**src/common/slls_pkg.sv**
```systemverilog
// constants shared by the lane link status bank
package slls_pkg;
	localparam int SLLS_ADDR_W = 12;
	localparam int SLLS_DATA_W = 8;
	localparam int SLLS_CNT_W = 8;
	localparam int SLLS_NUM_LANES = 2;
	localparam int SLLS_FIRST_LANE = 2;
	localparam int SLLS_SYNC_W = 5;
	localparam int SLLS_IRQ_W = 2 * SLLS_NUM_LANES;

	localparam logic [SLLS_ADDR_W-1:0] SLLS_LANE2_OFS = 12'h4B2;
	localparam logic [SLLS_ADDR_W-1:0] SLLS_LANE3_OFS = 12'h4B3;
	localparam logic [SLLS_ADDR_W-1:0] SLLS_THRESH_OFS = 12'h4C0;
	localparam logic [SLLS_ADDR_W-1:0] SLLS_CTRL_OFS = 12'h4C1;
	localparam logic [SLLS_ADDR_W-1:0] SLLS_IRQ_STAT_OFS = 12'h4C2;
	localparam logic [SLLS_ADDR_W-1:0] SLLS_IRQ_MASK_OFS = 12'h4C3;

	localparam int SLLS_BIT_DISP = 7;
	localparam int SLLS_BIT_SYM = 6;
	localparam int SLLS_BIT_CTRL = 5;
	localparam int SLLS_BIT_DESKEW = 4;
	localparam int SLLS_BIT_ILAS = 3;
	localparam int SLLS_BIT_CKS = 2;
	localparam int SLLS_BIT_FRAME = 1;
	localparam int SLLS_BIT_CGS = 0;
	localparam int SLLS_BIT_SKIP = 0;

	localparam logic [SLLS_DATA_W-1:0] SLLS_FLAGS_RST = 8'h00;
	localparam logic [SLLS_CNT_W-1:0] SLLS_THRESH_RST = 8'hFF;
	localparam logic SLLS_SKIP_RST = 1'b0;
	localparam logic [SLLS_IRQ_W-1:0] SLLS_IRQ_RST = 4'h0;
	localparam logic [SLLS_DATA_W-1:0] SLLS_RD_ZERO = 8'h00;
	localparam logic [SLLS_SYNC_W-1:0] SLLS_SYNC_RST = 5'h00;
endpackage

```
**src/design/slls_lane.sv**
```systemverilog
// one lane: threshold compares and synchronised lock levels
`timescale 1ns/1ns
module slls_lane
	import slls_pkg::*;
#(
	parameter int CNT_W = SLLS_CNT_W
) (
	input wire logic clk_sys,
	input wire logic sys_rst,
	input wire logic [CNT_W-1:0] error_threshold,
	input wire logic [CNT_W-1:0] disp_cnt,
	input wire logic [CNT_W-1:0] sym_cnt,
	input wire logic [CNT_W-1:0] ctrl_cnt,
	input wire logic [SLLS_SYNC_W-1:0] lock_raw,
	output logic [SLLS_DATA_W-1:0] flags_ff
);
	logic [SLLS_SYNC_W-1:0] meta_ff;
	logic [SLLS_SYNC_W-1:0] sync_ff;

	// lock levels come from the lane receivers, outside this clock
	always_ff @(posedge clk_sys) begin
		if (sys_rst) begin
			meta_ff <= SLLS_SYNC_RST;
			sync_ff <= SLLS_SYNC_RST;
		end else begin
			meta_ff <= lock_raw;
			sync_ff <= meta_ff;
		end
	end

	always_ff @(posedge clk_sys) begin
		if (sys_rst) begin
			flags_ff <= SLLS_FLAGS_RST;
		end else begin
			flags_ff[SLLS_BIT_DISP] <= disp_cnt >= error_threshold;
			flags_ff[SLLS_BIT_SYM] <= sym_cnt >= error_threshold;
			flags_ff[SLLS_BIT_CTRL] <= ctrl_cnt >= error_threshold;
			flags_ff[SLLS_BIT_DESKEW] <= sync_ff[SLLS_BIT_DESKEW];
			flags_ff[SLLS_BIT_ILAS] <= sync_ff[SLLS_BIT_ILAS];
			flags_ff[SLLS_BIT_CKS] <= sync_ff[SLLS_BIT_CKS];
			flags_ff[SLLS_BIT_FRAME] <= sync_ff[SLLS_BIT_FRAME];
			flags_ff[SLLS_BIT_CGS] <= sync_ff[SLLS_BIT_CGS];
		end
	end
endmodule

```
**src/design/slls_link_status.sv**
```systemverilog
// lane 2 and 3 link health registers with software port and interrupt
// What this block does
// status bit 7 reads 1 while the lane's disparity error count is at or above the error threshold, else 0.
// status bit 6 reads 1 while the lane's unknown symbol count is at or above the error threshold, else 0.
// status bit 5 reads 1 while the lane's stray control character count is at or above the threshold, else 0.
// status bit 4 reads 1 when the lane is deskewed and 0 when deskew failed.
// status bit 3 reads 1 when initial lane alignment is achieved and 0 when it is lost.
// status bit 2 reads 1 when the lane's configuration checksum is correct and 0 when it is not.
// status bit 1 reads 1 while the lane holds frame sync and 0 when it is lost.
// status bit 0 reads 1 while code group sync is held, whatever the alignment sequence setting.
// software ignores bits 4 to 1 whenever skip_align_sequence is 1.
// all lane status flags reset to 0, are read only, and writes leave them untouched.
`timescale 1ns/1ns
module slls_link_status
	import slls_pkg::*;
#(
	parameter int NUM_LANES = SLLS_NUM_LANES,
	parameter int CNT_W = SLLS_CNT_W
) (
	input wire logic clk_sys,
	input wire logic sys_rst,
	input wire logic [SLLS_ADDR_W-1:0] reg_addr,
	input wire logic [SLLS_DATA_W-1:0] reg_wdata,
	input wire logic reg_wr_stb,
	input wire logic reg_rd_stb,
	output logic [SLLS_DATA_W-1:0] reg_rdata_ff,
	input wire logic [NUM_LANES-1:0][CNT_W-1:0] disp_cnt,
	input wire logic [NUM_LANES-1:0][CNT_W-1:0] sym_cnt,
	input wire logic [NUM_LANES-1:0][CNT_W-1:0] ctrl_cnt,
	input wire logic [NUM_LANES-1:0] deskew_done,
	input wire logic [NUM_LANES-1:0] initial_align_ok,
	input wire logic [NUM_LANES-1:0] config_checksum_ok,
	input wire logic [NUM_LANES-1:0] frame_lock,
	input wire logic [NUM_LANES-1:0] codegroup_lock,
	output logic [CNT_W-1:0] error_threshold_ff,
	output logic skip_align_sequence_ff,
	output logic irq
);
	import slls_pkg::*;

	logic [NUM_LANES-1:0][SLLS_DATA_W-1:0] lane_flags;
	logic [NUM_LANES-1:0][SLLS_DATA_W-1:0] prev_flags_ff;
	logic [SLLS_IRQ_W-1:0] irq_stat_ff;
	logic [SLLS_IRQ_W-1:0] irq_mask_ff;
	logic [SLLS_IRQ_W-1:0] irq_event;
	logic [SLLS_IRQ_W-1:0] irq_clear;
	logic [SLLS_DATA_W-1:0] nxt_rdata;
	logic wr_thresh;
	logic wr_ctrl;
	logic wr_stat;
	logic wr_mask;

	// one instance per lane keeps the flag logic identical across lanes
	genvar gi;
	generate
		for (gi = 0; gi < NUM_LANES; gi++) begin : g_lane
			slls_lane #(
				.CNT_W(CNT_W)
			) u_lane (
				.clk_sys(clk_sys),
				.sys_rst(sys_rst),
				.error_threshold(error_threshold_ff),
				.disp_cnt(disp_cnt[gi]),
				.sym_cnt(sym_cnt[gi]),
				.ctrl_cnt(ctrl_cnt[gi]),
				.lock_raw({deskew_done[gi], initial_align_ok[gi], config_checksum_ok[gi],
					frame_lock[gi], codegroup_lock[gi]}),
				.flags_ff(lane_flags[gi])
			);

			// event: any error flag newly set, or code group lock newly lost
			assign irq_event[gi] = |(lane_flags[gi][SLLS_BIT_DISP:SLLS_BIT_CTRL]
				& ~prev_flags_ff[gi][SLLS_BIT_DISP:SLLS_BIT_CTRL]);
			assign irq_event[NUM_LANES+gi] = prev_flags_ff[gi][SLLS_BIT_CGS]
				& ~lane_flags[gi][SLLS_BIT_CGS];
		end
	endgenerate

	// write decode; lane status offsets are absent, so writes to them fall away
	assign wr_thresh = reg_wr_stb && (reg_addr == SLLS_THRESH_OFS);
	assign wr_ctrl = reg_wr_stb && (reg_addr == SLLS_CTRL_OFS);
	assign wr_stat = reg_wr_stb && (reg_addr == SLLS_IRQ_STAT_OFS);
	assign wr_mask = reg_wr_stb && (reg_addr == SLLS_IRQ_MASK_OFS);
	assign irq_clear = wr_stat ? reg_wdata[SLLS_IRQ_W-1:0] : SLLS_IRQ_RST;

	always_ff @(posedge clk_sys) begin
		if (sys_rst) begin
			error_threshold_ff <= SLLS_THRESH_RST;
		end else if (wr_thresh) begin
			error_threshold_ff <= reg_wdata[CNT_W-1:0];
		end
	end

	// the skip setting only tells software which flags to trust; flags keep running
	always_ff @(posedge clk_sys) begin
		if (sys_rst) begin
			skip_align_sequence_ff <= SLLS_SKIP_RST;
		end else if (wr_ctrl) begin
			skip_align_sequence_ff <= reg_wdata[SLLS_BIT_SKIP];
		end
	end

	always_ff @(posedge clk_sys) begin
		if (sys_rst) begin
			prev_flags_ff <= '0;
		end else begin
			prev_flags_ff <= lane_flags;
		end
	end

	// set beats clear so an event in the clearing cycle is kept
	always_ff @(posedge clk_sys) begin
		if (sys_rst) begin
			irq_stat_ff <= SLLS_IRQ_RST;
		end else begin
			irq_stat_ff <= (irq_stat_ff & ~irq_clear) | irq_event;
		end
	end

	always_ff @(posedge clk_sys) begin
		if (sys_rst) begin
			irq_mask_ff <= SLLS_IRQ_RST;
		end else if (wr_mask) begin
			irq_mask_ff <= reg_wdata[SLLS_IRQ_W-1:0];
		end
	end

	assign irq = |(irq_stat_ff & irq_mask_ff);

	// read mux; unmapped addresses read zero
	always_comb begin
		nxt_rdata = SLLS_RD_ZERO;
		case (reg_addr)
			SLLS_LANE2_OFS: begin
				nxt_rdata = lane_flags[0];
			end
			SLLS_LANE3_OFS: begin
				nxt_rdata = lane_flags[NUM_LANES-1];
			end
			SLLS_THRESH_OFS: begin
				nxt_rdata[CNT_W-1:0] = error_threshold_ff;
			end
			SLLS_CTRL_OFS: begin
				nxt_rdata[SLLS_BIT_SKIP] = skip_align_sequence_ff;
			end
			SLLS_IRQ_STAT_OFS: begin
				nxt_rdata[SLLS_IRQ_W-1:0] = irq_stat_ff;
			end
			SLLS_IRQ_MASK_OFS: begin
				nxt_rdata[SLLS_IRQ_W-1:0] = irq_mask_ff;
			end
			default: begin
				nxt_rdata = SLLS_RD_ZERO;
			end
		endcase
	end

	// data stands only in the cycle after the read strobe
	always_ff @(posedge clk_sys) begin
		if (sys_rst) begin
			reg_rdata_ff <= SLLS_RD_ZERO;
		end else if (reg_rd_stb) begin
			reg_rdata_ff <= nxt_rdata;
		end else begin
			reg_rdata_ff <= SLLS_RD_ZERO;
		end
	end

	// checks per lane
	generate
		for (gi = 0; gi < NUM_LANES; gi++) begin : g_chk
			disp_thresh_a: assert property (
				@(posedge clk_sys) disable iff (sys_rst)
				!$past(sys_rst) |->
				lane_flags[gi][SLLS_BIT_DISP] == ($past(disp_cnt[gi]) >= $past(error_threshold_ff))
			) else $error("disparity flag does not match count against threshold");

			sym_thresh_a: assert property (
				@(posedge clk_sys) disable iff (sys_rst)
				(!$past(sys_rst) && $past(sym_cnt[gi]) < $past(error_threshold_ff))
				|-> !lane_flags[gi][SLLS_BIT_SYM]
			) else $error("unknown symbol flag set below threshold");

			sym_reach_a: assert property (
				@(posedge clk_sys) disable iff (sys_rst)
				(sym_cnt[gi] >= error_threshold_ff) |=> lane_flags[gi][SLLS_BIT_SYM]
			) else $error("unknown symbol flag clear at threshold");

			ctrl_thresh_a: assert property (
				@(posedge clk_sys) disable iff (sys_rst)
				(ctrl_cnt[gi] >= error_threshold_ff) |=> lane_flags[gi][SLLS_BIT_CTRL]
			) else $error("stray control flag clear at threshold");

			ctrl_below_a: assert property (
				@(posedge clk_sys) disable iff (sys_rst)
				(ctrl_cnt[gi] < error_threshold_ff) ##1 !$past(sys_rst)
				|-> !lane_flags[gi][SLLS_BIT_CTRL]
			) else $error("stray control flag set below threshold");

			deskew_track_a: assert property (
				@(posedge clk_sys) disable iff (sys_rst)
				deskew_done[gi] [*3] |=> lane_flags[gi][SLLS_BIT_DESKEW]
			) else $error("deskew flag low after steady deskew");

			deskew_fail_a: assert property (
				@(posedge clk_sys) disable iff (sys_rst)
				!deskew_done[gi] [*3] |=> !lane_flags[gi][SLLS_BIT_DESKEW]
			) else $error("deskew flag high after deskew failure");

			align_track_a: assert property (
				@(posedge clk_sys) disable iff (sys_rst)
				$rose(initial_align_ok[gi]) ##1 initial_align_ok[gi] [*2]
				|=> lane_flags[gi][SLLS_BIT_ILAS]
			) else $error("alignment flag did not follow alignment");

			align_lost_a: assert property (
				@(posedge clk_sys) disable iff (sys_rst)
				!initial_align_ok[gi] [*3] |=> !lane_flags[gi][SLLS_BIT_ILAS]
			) else $error("alignment flag high after alignment loss");

			cks_track_a: assert property (
				@(posedge clk_sys) disable iff (sys_rst)
				config_checksum_ok[gi] [*3] |=> lane_flags[gi][SLLS_BIT_CKS]
			) else $error("checksum flag low with good checksum");

			cks_bad_a: assert property (
				@(posedge clk_sys) disable iff (sys_rst)
				!config_checksum_ok[gi] [*3] |=> !lane_flags[gi][SLLS_BIT_CKS]
			) else $error("checksum flag high with bad checksum");

			frame_track_a: assert property (
				@(posedge clk_sys) disable iff (sys_rst)
				frame_lock[gi] [*3] |=> lane_flags[gi][SLLS_BIT_FRAME]
			) else $error("frame flag low with frame sync held");

			frame_lost_a: assert property (
				@(posedge clk_sys) disable iff (sys_rst)
				!frame_lock[gi] [*3] |=> !lane_flags[gi][SLLS_BIT_FRAME]
			) else $error("frame flag high after frame sync lost");

			cgs_skip_a: assert property (
				@(posedge clk_sys) disable iff (sys_rst)
				(codegroup_lock[gi] && skip_align_sequence_ff) [*3]
				|=> lane_flags[gi][SLLS_BIT_CGS]
			) else $error("code group flag low while skip setting is on");

			cgs_lost_a: assert property (
				@(posedge clk_sys) disable iff (sys_rst)
				!codegroup_lock[gi] [*3] |=> !lane_flags[gi][SLLS_BIT_CGS]
			) else $error("code group flag high after lock lost");

			err_event_a: assert property (
				@(posedge clk_sys) disable iff (sys_rst)
				($rose(lane_flags[gi][SLLS_BIT_DISP]) || $rose(lane_flags[gi][SLLS_BIT_SYM])
					|| $rose(lane_flags[gi][SLLS_BIT_CTRL])) |=> irq_stat_ff[gi]
			) else $error("error flag rise did not set its status bit");

			cgs_event_a: assert property (
				@(posedge clk_sys) disable iff (sys_rst)
				$fell(lane_flags[gi][SLLS_BIT_CGS]) |=> irq_stat_ff[NUM_LANES+gi]
			) else $error("code group loss did not set its status bit");

			flags_reset_a: assert property (
				@(posedge clk_sys)
				$past(sys_rst) |-> lane_flags[gi] == SLLS_FLAGS_RST
			) else $error("lane flags not zero after reset");
		end
	endgenerate

	status_read_a: assert property (
		@(posedge clk_sys) disable iff (sys_rst)
		(reg_rd_stb && reg_addr == SLLS_LANE3_OFS)
		|=> reg_rdata_ff == $past(lane_flags[NUM_LANES-1])
	) else $error("lane 3 read does not return its flags");

	status_ro_a: assert property (
		@(posedge clk_sys) disable iff (sys_rst)
		(reg_wr_stb && reg_addr == SLLS_LANE2_OFS
			&& reg_wdata != lane_flags[0] && $stable(disp_cnt) && $stable(sym_cnt)
			&& $stable(ctrl_cnt) && $stable(error_threshold_ff) && !$past(sys_rst))
		|-> ##1 lane_flags[0][SLLS_BIT_DISP:SLLS_BIT_CTRL]
			== $past(lane_flags[0][SLLS_BIT_DISP:SLLS_BIT_CTRL])
	) else $error("write to lane status changed error flags");

	set_wins_a: assert property (
		@(posedge clk_sys) disable iff (sys_rst)
		(wr_stat && |(irq_event & reg_wdata[SLLS_IRQ_W-1:0]))
		|=> |(irq_stat_ff & $past(irq_event))
	) else $error("event lost in the clearing cycle");

	rdata_idle_a: assert property (
		@(posedge clk_sys) disable iff (sys_rst)
		!reg_rd_stb |=> reg_rdata_ff == SLLS_RD_ZERO
	) else $error("read data outside read cycle");

	// register and interrupt checks
	thresh_write_a: assert property (
		@(posedge clk_sys) disable iff (sys_rst)
		wr_thresh |=> error_threshold_ff == $past(reg_wdata[CNT_W-1:0])
	) else $error("threshold write not taken");

	thresh_hold_a: assert property (
		@(posedge clk_sys) disable iff (sys_rst)
		!wr_thresh |=> $stable(error_threshold_ff)
	) else $error("threshold changed without a write");

	skip_write_a: assert property (
		@(posedge clk_sys) disable iff (sys_rst)
		wr_ctrl |=> skip_align_sequence_ff == $past(reg_wdata[SLLS_BIT_SKIP])
	) else $error("skip setting write not taken");

	mask_write_a: assert property (
		@(posedge clk_sys) disable iff (sys_rst)
		wr_mask |=> irq_mask_ff == $past(reg_wdata[SLLS_IRQ_W-1:0])
	) else $error("interrupt mask write not taken");

	stat_clear_a: assert property (
		@(posedge clk_sys) disable iff (sys_rst)
		(wr_stat && irq_event == SLLS_IRQ_RST)
		|=> (irq_stat_ff & $past(reg_wdata[SLLS_IRQ_W-1:0])) == SLLS_IRQ_RST
	) else $error("written one did not clear its status bit");

	lane2_read_a: assert property (
		@(posedge clk_sys) disable iff (sys_rst)
		(reg_rd_stb && reg_addr == SLLS_LANE2_OFS)
		|=> reg_rdata_ff == $past(lane_flags[0])
	) else $error("lane 2 read does not return its flags");

	thresh_read_a: assert property (
		@(posedge clk_sys) disable iff (sys_rst)
		(reg_rd_stb && reg_addr == SLLS_THRESH_OFS)
		|=> reg_rdata_ff[CNT_W-1:0] == $past(error_threshold_ff)
	) else $error("threshold read does not return the threshold");

	lane3_ro_a: assert property (
		@(posedge clk_sys) disable iff (sys_rst)
		(reg_wr_stb && reg_addr == SLLS_LANE3_OFS
			&& reg_wdata != lane_flags[NUM_LANES-1] && $stable(disp_cnt) && $stable(sym_cnt)
			&& $stable(ctrl_cnt) && $stable(error_threshold_ff) && !$past(sys_rst))
		|=> lane_flags[NUM_LANES-1][SLLS_BIT_DISP:SLLS_BIT_CTRL]
			== $past(lane_flags[NUM_LANES-1][SLLS_BIT_DISP:SLLS_BIT_CTRL])
	) else $error("write to lane 3 status changed error flags");

	regs_reset_a: assert property (
		@(posedge clk_sys)
		$past(sys_rst) |-> error_threshold_ff == SLLS_THRESH_RST && skip_align_sequence_ff == SLLS_SKIP_RST
			&& irq_stat_ff == SLLS_IRQ_RST && irq_mask_ff == SLLS_IRQ_RST && reg_rdata_ff == SLLS_RD_ZERO
	) else $error("registers not at reset values after reset");
endmodule
```
**config.mk**
```make
export PLATFORM = sky130hd
export DESIGN_NAME = slls_link_status
export DESIGN_NICKNAME = d
export VERILOG_FILES = /design/src/common/slls_pkg.sv /design/src/design/slls_lane.sv /design/src/design/slls_link_status.sv
export SDC_FILE = /design/constraint.sdc
export NUM_CORES = 1
export LEC_CHECK = 0
export BUFFER_PORTS_ARGS = -buffer_cell sky130_fd_sc_hd__buf_4
export CAP_MARGIN = 0
export CORE_MARGIN = 4
export CORE_UTILIZATION = 40
export DETAILED_ROUTE_END_ITERATION = 6
export GPL_TIMING_DRIVEN = 0
export MAX_ROUTING_LAYER = met4
export PLACE_DENSITY_LB_ADDON = 0.12
export SLEW_MARGIN = 20
export SYNTH_ARGS = -nofsm -noshare
export SYNTH_HDL_FRONTEND = slang
export SYNTH_SLANG_ARGS = --single-unit
```
**constraint.sdc**
```tcl
create_clock -name clk_sys -period 3.8 [get_ports clk_sys]
set_clock_uncertainty 0.2 [all_clocks]
set_input_delay 0.76 -clock clk_sys [delete_from_list [all_inputs] [get_ports clk_sys]]
set_output_delay 0.76 -clock clk_sys [all_outputs]
set_load 0.05 [all_outputs]
```
==> impl_metrics.json, run 1 <==
{
  "cts_setup_buffers": 0,
  "drt-total-wl_um": 9110,
  "nets": 598,
  "crit_chain": "clkbuf_1 -> buf_1 -> mux2i_1 -> o22ai_1 -> a22oi_1 -> nor2_1",
  "leakage_nw": 2.09,
  "status": "completed",
  "cts_made_buffers": 9,
  "cts_tree": "built",
  "place_area_um2": 4370,
  "viasPerCell": 5.29,
  "coreArea_um2": 8380,
  "clock-sinks": 69,
  "path_clk_slew_ns": 0.07,
  "synthCells": 359,
  "netlist_top_cells_count": "dfxtp_1 (69), ha_1 (48), nor2b_1 (38)",
  "comb_power_share_pct": 10.3,
  "cts-htree-levels": 3,
  "r2r_start": "error_threshold_ff[0]",
  "synth.top_cells.by_area": "dfxtp_1 (39%), ha_1 (17%), nor2b_1 (6.8%), mux2i_1 (2.6%), a211oi_1 (2.6%)",
  "overflow": 0,
  "hold_viol": 0,
  "synthFlopType": "dfxtp_1",
  "die_x_um": 102,
  "grt_max_degree": 13,
  "drcViolationCount": 0,
  "synth_nets": 489,
  "fin_area_um2": 4570,
  "seq_area_frac_synth_pct": 39.4,
  "critical_path_class": "input port to flop",
  "io_pins": 100,
  "fillers": 807,
  "num_rows": 33,
  "yosys.area.top_type": "dfxtp_1",
  "worstMarginPinSlew_ns": 0.634,
  "holdCritStartpoint": "g_lane[1].u_lane.meta_ff[1]",
  "reg2reg_slack_ns": 1.79,
  "slew_headroom_pct": 57.7,
  "synth_cell_types": 35,
  "fmax_mhz": 399,
  "cts-resized-gates": 0,
  "hold_class": "flop to flop",
  "antenna_left": 0,
  "p_seq_share_pct": 49.6,
  "ys_seq_elements": 69,
  "clockPowerShare_pct": 40.0,
  "min_period_ns": 2.51,
  "grt_pass1_wl_um": 14400,
  "via_count": 3058,
  "post_drt_wl_per_cell_um": 15.8,
  "worstHoldPathCells": 1,
  "routabilityCongestion": 0.858,
  "whs_endpoint": "g_lane[1].u_lane.sync_ff[1]",
  "dieArea_um2": 10300,
  "drive_above_1_share_pct": 26.4,
  "initial_core_util_pct": 41.8,
  "cp-start-kind": "input port",
  "finalPower_mw": 1.49,
  "ir_worst_vdd_mv": 0.149,
  "end_kind": "flop",
  "dp_hpwl_um": 7070,
  "maxSlewViolCount": 0,
  "setup_violations": 0,
  "cellPowerDensity_nw_per_um2": 326,
  "final_util_pct": 54.5,
  "reg2reg_to": "g_lane[0].u_lane.flags_ff[5]",
  "grt_pass1_vias": 2946,
  "hold_buffers": 0,
  "clk_path_buf_depth": 2,
  "critical_path_arrival_ns": 2.52,
  "switching_power_mw": 0.343,
  "synth-edff-count": 0,
  "dieHeight_um": 102,
  "rsz0062_at_grt": "no",
  "mappedNetlistArea_um2": 3500,
  "power.internal_mw": 1.15,
  "crit_path_max_fanout": 10,
  "startpoint": "reg_addr[0]",
  "swShare_pct": 23.0,
  "synth_top_area_share_pct": 39.4,
  "max_stage_delay_ns": 0.56,
  "first_iter_violations": 90,
  "grt_usage_pct": 18.7,
  "cts_root_buf": "clkbuf_8",
  "yosysWarnings": 0,
  "worstSkewPairLatency_ns": 0.33,
  "yosysMostFrequentCell": "dfxtp_1",
  "syn2layout_area_growth_pct": 30.5,
  "cp.required_ns": 3.82,
  "period_share_pct": 66.0,
  "holdWs_ns": 0.237,
  "async_reset_ff_share_pct": 0,
  "first_pass_iters": 5,
  "setup_tns_ns": 0,
  "port_buffers": 98,
  "antenna_found_initial": 0,
  "diodes": 0,
  "drv_cap": 0,
  "syn_avg_cell_area_um2": 9.76,
  "cpMaxStageDelayCell": "buf_1",
  "reg2reg_depth": 5
}
==> worst max-delay path by stage <==
stage	endpoint	slack, ns	depth (start not counted)
2_1_floorplan	error_threshold_ff[1]	1.21	6
3_3_place_gp	reg_rdata_ff[0]	0.92	6
3_5_place_dp	reg_rdata_ff[0]	0.91	6
4_1_cts	reg_rdata_ff[0]	1.28	7
5_1_grt	reg_rdata_ff[6]	1.17	7
6_report	reg_rdata_ff[0]	1.29	6
==> layer usage <==
layer / GRT usage, % / up-vias / part of all wire (%)
met5: - / - / 0
met4: 7.26 / 0 / 2.2
met3: 3.58 / 17 / 6.6
met2: 28.4 / 116 / 45
met1: 24.5 / 1406 / 46
li1: - / 1519 / -
==> stage by stage <==
stage,setup WS (ns),cells
final,1.29,578
after global routing,1.17,578
after CTS,1.28,578
after detailed placement,0.915,562
after global placement,0.922,562
after floorplan,1.21,359
==> worst max-delay path, delay by kind of cell <==
kind | cells | cell delay, ns
AOI/OAI and AO/OA | 2 | 0.37
buffers and inverters | 2 | 1.03
muxes | 1 | 0.29
and+or+nand+nor | 1 | 0.07
==> cell usage in the layout (no fill, tap or decap), drive strengths merged, types with 2 or more instances in the layout <==
cell type  instances
buf              104
dfxtp             69
ha                48
nor2b             38
inv               25
nor2              23
clkbuf            21
a21oi             17
nand2             14
nand2b            13
a211oi            12
o22ai             10
mux2i              9
a311o              8
o21ai              6
a21o               6
or4                6
a22oi              5
nand4b             5
mux2               5
a32oi              5
a41o               4
nor4               3
a222oi             2
and2               2
nor3               2
a21boi             2
clkinvlp           2
==> cell families after synthesis <==
family	Yosys count	synth area share, %
and+or+nand+nor	111	19.0
AOI/OAI and AO/OA	77	15.7
DFF	69	39.4
adders and majority gates	48	17.1
buffers and inverters	40	4.64
muxes	14	4.18
==> power groups by stage <==
stage | Clock [mW] | Sequential, mW | Combinational [mW]
4_1_cts | 0.615 | 0.740 | 0.156
3_5_place_dp | 0 | 0.757 | 0.155
3_3_place_gp | 0 | 0.757 | 0.151
5_1_grt | 0.642 | 0.741 | 0.173
2_1_floorplan | 0 | 0.756 | 0.0654
6_report | 0.597 | 0.740 | 0.154
==> flip-flops by register name (all words and copies together) (netlist names) <==
| signal | flops |
|---|---|
| irq_stat_ff | 4 |
| error_threshold_ff | 8 |
| prev_flags_ff | 8 |
| irq_mask_ff | 4 |
| g_lane.u_lane.flags_ff | 16 |
| g_lane.u_lane.sync_ff | 10 |
| g_lane.u_lane.meta_ff | 10 |
| skip_align_sequence_ff | 1 |
| reg_rdata_ff | 8 |
==> layout make-up <==
type / instances / area (um2) / share of cell area (%)
buffer: 16 / 72.6 / 1.59
multi-input combinational: 250 / 1960 / 42.9
sequential: 69 / 1380 / 30.2
clock buffer: 11 / 141 / 3.09
clock inverter: 5 / 58.8 / 1.29
tap: 105 / 131 / 2.87
inverter: 24 / 90.1 / 1.97
timing repair buffer: 98 / 736 / 16.1
Note: power is estimated with default switching activity, not from simulation.
==> run 2, diff against run 1 <==
--- a/config.mk
+++ b/config.mk
@@ -5,6 +5,7 @@
 export SDC_FILE = /design/constraint.sdc
 export NUM_CORES = 1
 export LEC_CHECK = 0
+export ABC_AREA = 1
 export BUFFER_PORTS_ARGS = -buffer_cell sky130_fd_sc_hd__buf_4
 export CAP_MARGIN = 0
 export CORE_MARGIN = 4
==> constraint.sdc (replaced) <==
create_clock -name clk_sys -period 2.4 [get_ports clk_sys]
set_clock_uncertainty 0.2 [all_clocks]
set_input_delay 0.48 -clock clk_sys [delete_from_list [all_inputs] [get_ports clk_sys]]
set_output_delay 0.48 -clock clk_sys [all_outputs]
set_load 0.05 [all_outputs]
==> run 2 against run 1 <==
Against the previous run:
- hold slack got worse by 0.12 ns
- cell area up 5.9%
- sequential share of layout area is 1.7 points lower
- cell count rose by 24%
- via count up 11%
- critical path type is now flop to output pin
- highest routed layer unchanged
==> impl_metrics.json, run 2 <==
{
  "multi_input_area_um2": 1980,
  "final_common_cell": "buf_4",
  "port_buffers": 97,
  "worstSkewPairLatency_ns": 0.36,
  "cts_tree": "built",
  "dp_hpwl_um": 7370,
  "synth-edff-count": 0,
  "leakage_nw": 2.62,
  "netlist_top_cells_count": "inv_1 (89), nor2_1 (86), nand2_1 (75)",
  "finalPower_mw": 2.48,
  "critical_path_arrival_ns": 1.28,
  "finalWorstSetupSlack_ns": 0.436,
  "clock-sinks": 69,
  "path_clk_slew_ns": 0.08,
  "crit_path_max_fanout": 9,
  "place_inst": 703,
  "holdWs_ns": 0.120,
  "mostFrequentLayoutCells": "buf_4 (97), inv_1 (89), nor2_1 (86), nand2_1 (75), dfxtp_1 (69)",
  "diodes": 0,
  "pre_cts_slack_ns": 0.518,
  "setup_tns_ns": 0,
  "fin_cells": 719,
  "dieArea_um2": 11000,
  "synth_top_area_share_pct": 36.8,
  "antenna_left": 0,
  "io_pins": 100,
  "ir_worst_vdd_mv": 0.374,
  "initial_core_util_pct": 40.8,
  "hold_buffers": 0,
  "cts_setup_buffers": 0,
  "worstMarginPinSlew_ns": 0.492,
  "dieHeight_um": 105,
  "async_reset_ff_share_pct": 0,
  "end_kind": "output pin",
  "routabilityCongestion": 0.868,
  "fillers": 899,
  "synthFlopType": "dfxtp_1",
  "cp-start-kind": "flop",
  "syn_avg_cell_area_um2": 7.58,
  "slew_headroom_pct": 67.2,
  "ys_seq_elements": 69,
  "drt-total-wl_um": 9220,
  "cp.required_ns": 1.72,
  "clk_path_buf_depth": 2,
  "cellPowerDensity_nw_per_um2": 512,
  "crit_chain": "buf_4",
  "grt_pass1_wl_um": 15300,
  "hold_class": "input port to flop",
  "final_util_pct": 52.6,
  "grt_pass1_vias": 3283,
  "first_iter_violations": 165,
  "viasPerCell": 4.74,
  "fin_area_um2": 4840,
  "first_pass_iters": 4,
  "status": "completed",
  "fmax_mhz": 509,
  "critical_path_class": "flop to output pin",
  "cp_top_family": "flip-flops",
  "rsz0062_at_grt": "no",
  "drv_cap": 0,
  "cts-htree-levels": 3,
  "via_count": 3408,
  "maxSlewViolCount": 0,
  "max_stage_delay_ns": 0.63,
  "seq_area_frac_synth_pct": 36.8,
  "antenna_found_initial": 0,
  "grt_usage_pct": 17.9,
  "largest_reg_flops": 16,
  "overflow": 0,
  "synth_nets": 625,
  "yosys.area.top_type": "dfxtp_1",
  "post_drt_wl_per_cell_um": 12.8,
  "period_share_pct": 81.8,
  "drcViolationCount": 0,
  "crit_buf_inv": 1,
  "cts_root_buf": "clkbuf_8",
  "hold_viol": 0,
  "cts_made_buffers": 9,
  "reg_top3": "g_lane.u_lane.flags_ff: 16 flops, g_lane.u_lane.meta_ff: 10 flops, g_lane.u_lane.sync_ff: 10 flops",
  "num_rows": 35,
  "yosysMostFrequentCell": "inv_1",
  "grt_max_degree": 14,
  "reg2reg_slack_ns": 0.64,
  "mappedNetlistArea_um2": 3750,
  "yosysWarnings": 0,
  "seqCellArea_um2": 1380,
  "min_period_ns": 1.96,
  "coreArea_um2": 9200,
  "synthCells": 495,
  "nets": 733,
  "top_register": "g_lane.u_lane.flags_ff",
  "cpMaxStageDelayCell": "dfxtp_1",
  "synth_cell_types": 24,
  "drive_above_1_share_pct": 22.9,
  "setup_violations": 0,
  "syn2layout_area_growth_pct": 29.0,
  "synth.top_cells.by_area": "dfxtp_1 (37%), ha_1 (16%), inv_1 (8.9%), nor2_1 (8.6%), nand2_1 (7.5%)",
  "cts-resized-gates": 0,
  "place_area_um2": 4620,
  "die_x_um": 105
}
[run 2: worst paths after layout]
check                                 endpoint                         from  cells past startpoint
hold / removal     g_lane[1].u_lane.meta_ff[3]          initial_align_ok[1]                      3
hold reg to reg   g_lane[1].u_lane.flags_ff[0]  g_lane[1].u_lane.sync_ff[0]                      2
setup / recovery         error_threshold_ff[0]        error_threshold_ff[0]                      1
setup reg to reg  g_lane[1].u_lane.flags_ff[5]        error_threshold_ff[7]                      8
[run 2: final cells by class]
class	count	share of cell area [%]
flip-flops and latches	69	28.5
multi-input cells	325	40.9
clock buffers	10	2.64
clock inverters	6	1.94
inverters	91	7.06
repair buffers	97	15.0
well taps	111	2.87
plain buffers	10	1.03
[run 2: worst reg2reg max path, stage by stage (launching register included)]
cell and delay, ns:
dfxtp_1 0.37, inv_1 0.20, ha_1 0.36, nand2_1 0.08, nor2_1 0.16, nand4_1 0.11
nand4_1 0.13, nand2_1 0.06, inv_1 0.05
[run 2: kinds of logic (layout without fill, tap and decap cells)]
| kind of cell | count (synthesis) | after routing | synth area share [%] |
|---|---|---|---|
| buf+inv | 101 | 214 | 10.4 |
| simple gates | 222 | 222 | 29.1 |
| fa+ha+maj | 48 | 48 | 16.0 |
| compound gates | 55 | 55 | 7.67 |
| flops | 69 | 69 | 36.8 |
[run 2: power breakdown]
| group | internal (mW) | leakage [nW] | switching, mW |
|---|---|---|---|
| sequential | 1.17 | 0.561 | 0.00651 |
| combinational | 0.127 | 1.95 | 0.120 |
| clock | 0.594 | 0.107 | 0.466 |
| total | 1.89 | 2.62 | 0.592 |
[run 2: metal layers]
metal | GRT usage [%] | part of all wire, %
met5 | - | 0
met4 | 5.90 | 1.9
met3 | 4.39 | 5.9
met2 | 28.8 | 47
met1 | 22.1 | 45
